==> src/hcc_defines.svh <==
// Constants for the fine capture calibration block: offsets, fields, resets.
// Assumes inclusion by bare name from every design file that needs them.
//
// Function
// - Two counters gated by run, one on fine clock edges, one on system clock.
// - System clock counter is compared with the calibration period every cycle while run is set.
// - On a match both counts are latched, then both counters restart at zero.
// - Every period match sets the match status bit; irq rises only while a set status bit (match or overrun) has its enable set (reset value 0).
`ifndef HCC_DEFINES_SVH
`define HCC_DEFINES_SVH

`define HCC_ADDR_W 8
`define HCC_DATA_W 32
`define HCC_CNT_W 32
`define HCC_IRQ_W 2

// Register byte offsets
`define HCC_OFS_CTRL 8'h00
`define HCC_OFS_PERIOD 8'h04
`define HCC_OFS_SYS_CAP 8'h08
`define HCC_OFS_FINE_CAP 8'h0c
`define HCC_OFS_SYS_CNT 8'h10
`define HCC_OFS_FINE_CNT 8'h14
`define HCC_OFS_INT_STATUS 8'h18
`define HCC_OFS_INT_CLEAR 8'h1c
`define HCC_OFS_INT_ENABLE 8'h20

// Field positions
`define HCC_CTRL_RUN_BIT 0
`define HCC_INT_MATCH_BIT 0
`define HCC_INT_OVERRUN_BIT 1

// Reset values
`define HCC_RST_RUN 1'b1
`define HCC_RST_PERIOD 32'h0000ffff
`define HCC_RST_INT_ENABLE 2'h0

// Scale conversion divisor used by software
`define HCC_SCALE_DIV 128

`endif

==> src/hcc_pkg.sv <==
// Types for the fine capture calibration block.
// Assumes hcc_defines.svh is on the include path.
`default_nettype none
`include "hcc_defines.svh"

package hcc_pkg;

   // Whole state of the top module
   typedef struct packed {
      logic run;
      logic [`HCC_CNT_W-1:0] period;
      logic [`HCC_CNT_W-1:0] sys_cnt;
      logic [`HCC_CNT_W-1:0] fine_cnt;
      logic [`HCC_CNT_W-1:0] sys_cap;
      logic [`HCC_CNT_W-1:0] fine_cap;
      logic [`HCC_DATA_W-1:0] rd_data;
   } hcc_core_t;

   // Synchroniser and edge detector state
   typedef struct packed {
      logic meta;
      logic sync;
      logic last;
      logic rise;
   } hcc_sync_t;

   // Interrupt state
   typedef struct packed {
      logic [`HCC_IRQ_W-1:0] status;
      logic [`HCC_IRQ_W-1:0] enable;
      logic irq;
   } hcc_irq_state_t;

endpackage

`default_nettype wire

==> src/hcc_top.sv <==
// Calibration counters for the fine capture unit, with register port.
// Assumes a single 40 MHz ref_clk; the fine clock arrives as a pin and is
// counted by its synchronised rising edges.
//
// The implementer's own choices: the address-and-strobe port and the register offsets.
`timescale 1ns/1ps
`default_nettype none
`include "hcc_defines.svh"

module hcc_top
   import hcc_pkg::*;
(
   input wire logic ref_clk, // System clock, 40 MHz
   input wire logic sys_rst, // Synchronous reset, high
   input wire logic fine_clock, // Fine clock pin
   input wire logic [`HCC_ADDR_W-1:0] addr, // Register byte address
   input wire logic [`HCC_DATA_W-1:0] wr_data, // Write data
   input wire logic wr_en, // Write strobe
   input wire logic rd_en, // Read strobe
   output logic [`HCC_DATA_W-1:0] rd_data, // Read data, cycle after strobe
   output logic irq // Calibration interrupt level
);

   hcc_core_t s_q;
   hcc_core_t s_d;
   logic fine_rise;
   logic match;
   logic overrun;
   logic wr_int_enable;
   logic wr_int_clear;
   logic [`HCC_IRQ_W-1:0] int_set;
   logic [`HCC_IRQ_W-1:0] int_status;
   logic [`HCC_IRQ_W-1:0] int_enable;

   // Fine clock pin passes three flops (two sync, one edge pulse) before counting
   hcc_sync u_sync (
      .ref_clk(ref_clk),
      .sys_rst(sys_rst),
      .pin_in(fine_clock),
      .rise(fine_rise)
   );

   // Period match; held off while stopped so counts stay frozen
   assign match = s_q.run && (s_q.sys_cnt == s_q.period);
   // New capture while the last one was still unserviced
   assign overrun = match && int_status[`HCC_INT_MATCH_BIT];
   assign int_set = {overrun, match};
   assign wr_int_enable = wr_en && (addr == `HCC_OFS_INT_ENABLE);
   assign wr_int_clear = wr_en && (addr == `HCC_OFS_INT_CLEAR);

   hcc_irq u_irq (
      .ref_clk(ref_clk),
      .sys_rst(sys_rst),
      .set(int_set),
      .wr_enable(wr_int_enable),
      .wr_clear(wr_int_clear),
      .wdata(wr_data[`HCC_IRQ_W-1:0]),
      .status(int_status),
      .enable(int_enable),
      .irq(irq)
   );

   // Counters, captures, control writes and read mux
   always_comb begin
      s_d = s_q;
      if (s_q.run) begin
         s_d.sys_cnt = s_q.sys_cnt + `HCC_CNT_W'(1);
         if (fine_rise) begin
            s_d.fine_cnt = s_q.fine_cnt + `HCC_CNT_W'(1);
         end
      end
      // Captures only change here, so software sees a consistent pair
      if (match) begin
         s_d.sys_cap = s_q.sys_cnt;
         s_d.fine_cap = s_q.fine_cnt;
         s_d.sys_cnt = '0;
         s_d.fine_cnt = '0;
      end
      if (wr_en) begin
         case (addr)
            `HCC_OFS_CTRL: begin
               s_d.run = wr_data[`HCC_CTRL_RUN_BIT];
            end
            `HCC_OFS_PERIOD: begin
               s_d.period = wr_data;
            end
            default: begin
            end
         endcase
      end
      // Read data valid only in the cycle after the strobe
      s_d.rd_data = '0;
      if (rd_en) begin
         case (addr)
            `HCC_OFS_CTRL: s_d.rd_data = {{(`HCC_DATA_W-1){1'b0}}, s_q.run};
            `HCC_OFS_PERIOD: s_d.rd_data = s_q.period;
            `HCC_OFS_SYS_CAP: s_d.rd_data = s_q.sys_cap;
            `HCC_OFS_FINE_CAP: s_d.rd_data = s_q.fine_cap;
            `HCC_OFS_SYS_CNT: s_d.rd_data = s_q.sys_cnt;
            `HCC_OFS_FINE_CNT: s_d.rd_data = s_q.fine_cnt;
            `HCC_OFS_INT_STATUS: begin
               s_d.rd_data = {{(`HCC_DATA_W-`HCC_IRQ_W){1'b0}}, int_status};
            end
            `HCC_OFS_INT_ENABLE: begin
               s_d.rd_data = {{(`HCC_DATA_W-`HCC_IRQ_W){1'b0}}, int_enable};
            end
            default: s_d.rd_data = '0;
         endcase
      end
   end

   always_ff @(posedge ref_clk) begin
      if (sys_rst) begin
         s_q <= '0;
         s_q.run <= `HCC_RST_RUN;
         s_q.period <= `HCC_RST_PERIOD;
      end else begin
         s_q <= s_d;
      end
   end

   assign rd_data = s_q.rd_data;

endmodule

`default_nettype wire

==> src/hcc_sync.sv <==
// Two-flop synchroniser with a rising edge pulse for the fine clock pin.
// Assumes the pin toggles slower than half of ref_clk.
`timescale 1ns/1ps
`default_nettype none

module hcc_sync
   import hcc_pkg::*;
(
   input wire logic ref_clk, // System clock
   input wire logic sys_rst, // Synchronous reset, high
   input wire logic pin_in, // Asynchronous pin
   output logic rise // One-cycle pulse per rising edge
);

   hcc_sync_t s_q;
   hcc_sync_t s_d;

   // Edge detect looks only at the second flop and later
   always_comb begin
      s_d = s_q;
      s_d.meta = pin_in;
      s_d.sync = s_q.meta;
      s_d.last = s_q.sync;
      s_d.rise = s_q.sync & ~s_q.last;
   end

   always_ff @(posedge ref_clk) begin
      if (sys_rst) begin
         s_q <= '0;
      end else begin
         s_q <= s_d;
      end
   end

   assign rise = s_q.rise;

endmodule

`default_nettype wire

==> src/hcc_irq.sv <==
// Sticky interrupt status with enable and write-one-to-clear.
// Assumes set pulses and writes come from logic on ref_clk.
`timescale 1ns/1ps
`default_nettype none
`include "hcc_defines.svh"

module hcc_irq
   import hcc_pkg::*;
(
   input wire logic ref_clk, // System clock
   input wire logic sys_rst, // Synchronous reset, high
   input wire logic [`HCC_IRQ_W-1:0] set, // Event pulses
   input wire logic wr_enable, // Enable register write
   input wire logic wr_clear, // Clear register write
   input wire logic [`HCC_IRQ_W-1:0] wdata, // Write data
   output logic [`HCC_IRQ_W-1:0] status, // Sticky status
   output logic [`HCC_IRQ_W-1:0] enable, // Enable mask
   output logic irq // Level interrupt
);

   hcc_irq_state_t s_q;
   hcc_irq_state_t s_d;

   // Set beats clear so an event in the clearing cycle survives
   always_comb begin
      s_d = s_q;
      if (wr_clear) begin
         s_d.status = s_q.status & ~wdata;
      end
      s_d.status = s_d.status | set;
      if (wr_enable) begin
         s_d.enable = wdata;
      end
      s_d.irq = |(s_d.status & s_d.enable);
   end

   always_ff @(posedge ref_clk) begin
      if (sys_rst) begin
         s_q.status <= '0;
         s_q.enable <= `HCC_RST_INT_ENABLE;
         s_q.irq <= 1'b0;
      end else begin
         s_q <= s_d;
      end
   end

   assign status = s_q.status;
   assign enable = s_q.enable;
   assign irq = s_q.irq;

endmodule

`default_nettype wire

==> config.mk <==
export PLATFORM = sky130hd
export DESIGN_NAME = hcc_top
export DESIGN_NICKNAME = d
export VERILOG_FILES = /design/src/hcc_pkg.sv /design/src/hcc_top.sv /design/src/hcc_sync.sv /design/src/hcc_irq.sv
export VERILOG_INCLUDE_DIRS = /design/src
export SDC_FILE = /design/constraint.sdc
export NUM_CORES = 1
export LEC_CHECK = 0
export BUFFER_PORTS_ARGS = -buffer_cell sky130_fd_sc_hd__buf_2
export CAP_MARGIN = 0
export CORE_MARGIN = 8
export CORE_UTILIZATION = 60
export DETAILED_ROUTE_END_ITERATION = 16
export PLACE_DENSITY = 0.9
export SETUP_SLACK_MARGIN = 0.1
export SLEW_MARGIN = 20
export SYNTH_ARGS = -nofsm -noshare
export SYNTH_HDL_FRONTEND = slang
export SYNTH_SLANG_ARGS = --single-unit
==> constraint.sdc <==
create_clock -name ref_clk -period 2.5 [get_ports ref_clk]
set_input_delay 0.125 -clock ref_clk [delete_from_list [all_inputs] [get_ports ref_clk]]
set_output_delay 0.125 -clock ref_clk [all_outputs]
set_load 0.01 [all_outputs]
# == Yosys cells after proc, flatten, opt, wreduce, memory -nomap -nowiden ==
# Index checks and enable logic that the tools add are counted.
# totals
register_bits,202
in_bits,45
output_inout_bits,33
# classes
addsub,2
eq_ne,9
n_mux,3
n_bitwise,7
n_reduce_logical,11
# op_table
op,n
$pmux 32 s8,1
$add 32x1->32 const B,2
$eq 32x32->1,1
$eq 8x5->1 const B,4
$eq 8x4->1 const B,2
$eq 8x3->1 const B,1
$eq 8x6->1 const B,1
$logic_not 8->1,1
$reduce_and 2->1,3
$reduce_or 2->1,3
$and 2x2->2,2
$logic_and 1x1->1,4
$mux 2,2
$not 1->1,2
$not 2->2,1
$or 2x2->2,1
$and 1x1->1,1

# == Longest topological paths before layout ==
# logic_depth
depth_word,6
mapped_depth,9
depth_no_buf,6

# == Cells and area by module ==
# A second synthesis with hierarchy kept.
# hier_totals
cells_unflattened,1068
hier_area_um2,9288.9
# by_module_without_submodules
module,n_inst,cells_per_inst,area_per_inst_um2,seq_area_each_um2
hcc_top,1,1043,9002.4,3863.7
hcc_irq,1,17,175.2,100.1
hcc_sync,1,8,111.4,80.1

# == Worst setup path before layout ==
# OpenSTA, ideal clock, no wires.
# synth_path
path_type,reg-to-reg
startpoint,register s_q[142] in the netlist's numbering
endpoint,register s_q[70] in the netlist's numbering
arrival_ns,1.834
required_time_ns,2.428
slack_ns,0.594
path_stages_with_launch,9
n_path_buf,3
path_cell_list,dfxtp_1 clkbuf_1 xor2_1 nor4_1 nand4_1 nor3_2 buf_2 buf_4 mux2i_1
# synth_via
elab_chain_cells,2
# synth_lines
item,line,source
from (decl),hcc_top.sv:24,hcc_core_t s_q;
$eq 32x32->1,hcc_top.sv:44,assign match = s_q.run && (s_q.sys_cnt == s_q.period);
$logic_and 1x1->1,hcc_top.sv:44,
# No other way between the ends.
# A chain may end at the register's enable or synchronous reset.

# == Worst setup path after layout ==
# layout_path
startpoint,register s_q[146] in the netlist's numbering
endpoint,register s_q[89] in the netlist's numbering
# The elaborated chain is that of the path after synthesis.

==> flow_metrics.py <==
metrics = {
    "timing": {
        "slew_violations": 0,
        "worst_slew_pin_slew_ns": 1.149,
        "rsz0062_at_grt": "yes",
        "fin_worst_skew_ns": 0.01361,
        "fmax_ghz": 0.4265,
        "period_needed_ns": 2.344,
        "post-route-period-util_pct": 93.78,
        "fin_tns_setup_ns": 0,
        "slew_headroom_pct": 23.11,
        "finalWorstSetupSlack_ns": 0.1555,
        "setup_viol": 0,
        "hold_viol": 0,
    },
    "clock_network": {
        "cts-buffers-inserted": 21,
        "ctsRootBufferMaster": "clkbuf_16",
        "path_clk_slew_ns": 0.06,
        "clockBufferDepth": 3,
        "clock_latency_ns": 0.50,
        "h-tree-depth": 1,
        "cts_tree": "built",
        "cts_sinks": 202,
    },
    "cells_and_area": {
        "utilization_pct": 69.77,
        "area_delta_synth_final_pct": 15.21,
        "fin_cells": 1322,
        "finalNetCount": 1137,
        "fill_cells": 1009,
        "postLayoutCellArea_sq_um": 10960,
        "layout-drive-gt1-share_pct": 13.33,
    },
    "global_routing": {
        "grt_max_degree": 237,
        "grt_pass1_vias": 8248,
        "grt.total_usage_pct": 26.93,
        "grt_overflow": 0,
        "antenna_found_initial": 1,
        "grt_first_pass_wirelength_um": 43730,
    },
    "synthesis": {
        "ys_warn_count": 0,
        "yosysSeqAreaShare_pct": 42.50,
        "ys_seq_elements": 202,
        "yosys.area.top_type_share_pct": 42.50,
        "netlist_top_cells_count": "202 x dfxtp_1, 130 x nand2b_1, 84 x nand2_1",
        "ys_top_cells_by_area": "dfxtp_1 42%, nand2b_1 8.5%, mux2i_1 7.5%",
        "synth.most_common_cell": "dfxtp_1",
        "synth_largest_area_cell": "dfxtp_1",
        "synth_cell_type_count": 44,
        "synth_ff_type": "dfxtp_1",
        "synthArstFlopShare_pct": 0,
        "syn_avg_cell_area_sq_um": 9.080,
        "synthCells": 1048,
        "syn-num-nets": 1095,
        "syn_area_sq_um": 9515,
        "synth-edff-count": 0,
    },
    "drt": {
        "firstDrtPassIters": 7,
        "routed_via_density": 6.411,
        "detail-route-antenna-nets": 0,
        "vias": 8475,
        "finalWirelength_um": 27930,
        "drc": 0,
        "initialDrtViolationCount": 1297,
        "post_drt_wl_per_cell_um": 21.13,
    },
    "die": {
        "core_area_sq_um": 15710,
        "die_area_sq_um": 20140,
        "fp.dieH_um": 141.9,
        "num_rows": 46,
        "die_w_um": 141.9,
        "ios": 78,
        "initial_utilization_pct": 60.56,
    },
    "hold_path": {
        "hp-start": "wr_en",
        "whs_path_depth": 4,
        "hp-class": "input pin to flop",
        "hold_path_end": "s_q[192]$_SDFFE_PP1P_",
    },
    "worst_setup_path": {
        "critPathRequiredTime_ns": 2.91,
        "cp_cell_sequence": "xor2_1 > nor4_1 > nand3_1 > nor3_4 > clkbuf_16 > mux2i_1",
        "cp_slowest_cell": "dfxtp_1",
        "rrSetupSlack_ns": 0.16,
        "critical_path.max_fanout": 26,
        "r2r-end": "s_q[89]$_SDFFE_PP0P_",
        "r2r_start": "s_q[146]$_SDFFE_PP0P_",
        "worstPathArrival_ns": 2.75,
        "r2r_cells": 6,
        "start_kind": "flop",
        "slowest_delay_ns": 0.50,
        "critPathKind": "flop to flop",
        "critPathCaptureType": "flop",
    },
    "flow_run": {
        "max-cap-violations": 0,
    },
    "place": {
        "gp_congestion": 0.9003,
        "dpl_cell_area_sq_um": 9913,
        "place_ws_ns": 0.2943,
        "dpl.hpwl_um": 16120,
        "io_buffers": 77,
        "place_inst": 1248,
    },
    "pwr": {
        "leakage_uw": 0.003867,
        "irDropWorstVdd_mv": 0.4527,
        "power_density_nw_per_um2": 604.7,
    },
    "run_status": {
        "status": "completed",
    },
}
-- kinds of logic after synthesis --
| group | Yosys count | synth area share, % |
|---|---|---|
| adders and majority gates | 2 | 0.2629 |
| AOI/OAI and AO/OA | 123 | 9.284 |
| DFF | 202 | 42.50 |
| and+or+nand+nor | 429 | 25.15 |
| buffers and inverters | 127 | 6.680 |
| muxes | 71 | 7.469 |
| xor gates and xnor gates | 94 | 8.652 |
-- layout by cell type (no fill, tap or decap), types with 10 or more instances in the layout --
cell	n
and3_1	14
buf_2	76
nor3_1	74
dlygate4sd3_1	33
dfxtp_1	202
nand3b_1	16
and4_1	10
nand3_1	27
nand4_1	29
nand2b_1	130
mux2i_1	71
a22oi_1	31
a21oi_1	49
nor4_1	14
xnor2_1	14
xor2_1	80
nand2_1	84
clkbuf_16	22
a222oi_1	32
buf_4	23
-- worst max-delay path by stage --
stage | startpoint | endpoint | slack, ns
3_5_place_dp | s_q[146]$_SDFFE_PP0P_ | s_q[39]$_SDFFE_PP0P_ | 0.29
2_1_floorplan | s_q[142]$_SDFFE_PP0P_ | s_q[70]$_SDFFE_PP0P_ | 0.59
5_1_grt | s_q[146]$_SDFFE_PP0P_ | s_q[37]$_SDFFE_PP0P_ | 0.07
3_3_place_gp | s_q[146]$_SDFFE_PP0P_ | s_q[66]$_SDFFE_PP0P_ | 0.33
4_1_cts | s_q[146]$_SDFFE_PP0P_ | s_q[81]$_SDFFE_PP0P_ | 0.26
6_report | s_q[146]$_SDFFE_PP0P_ | s_q[89]$_SDFFE_PP0P_ | 0.16
-- critical path: cells and delay by family, from the launching register on --
kind / cells / cell delay (ns)
DFF: 1 / 0.50
buffers and inverters: 1 / 0.32
muxes: 1 / 0.27
and+or+nand+nor: 3 / 0.97
xor gates and xnor gates: 1 / 0.17
-- metrics by stage --
step	power (uW)	hold WS, ns
floorplan	3421	0.2489
finish	6629	0.02305
global placement	3491	0.3335
detailed placement	3494	0.3388
CTS	6621	0.01953
global route	6781	0.04950
-- registers in the layout, summed over array words and instances, names as in the netlist --
| name | flops |
|---|---|
| u_irq.irq | 1 |
| rd_data | 32 |
| s_q | 161 |
| u_irq.status | 2 |
| u_sync.rise | 1 |
| u_sync.s_d | 2 |
| u_sync.s_q | 1 |
| u_irq.enable | 2 |
-- layer usage --
layer | GRT usage (%) | up-vias | routed length (um)
met1 | 31.85 | 3955 | 10260
met5 | 0 | - | 0
met4 | 17.02 | 0 | 1494
li1 | - | 3741 | -
met3 | 5.535 | 137 | 3061
met2 | 44.03 | 642 | 13110
-- power breakdown --
part / switching, uW / internal [uW]
sequential: 9.51 / 3230
combinational: 115 / 121
clock: 1260 / 1900
-- what timing repair did --
| action | 4_1_cts | 5_1_grt |
|---|---|---|
| endpoints found under the hold margin | 34 | 0 |
| resized for setup | 0 | 1 |
| hold buffers | 33 | 0 |
| setup buffers | 0 | 1 |
| setup endpoints to repair | 0 | 1 |
-- layout make-up --
class	count	area (sq um)	area share, %
repair buffers	141	1060	9.667
flip-flops and latches	202	4044	36.89
multi-input cells	719	4875	44.46
inverters	5	18.77	0.1712
well taps	216	270.3	2.465
clock buffers	31	613.1	5.592
clock inverters	5	75.07	0.6848
diodes	3	7.507	0.06848
Power figures use the tool's default switching activity.
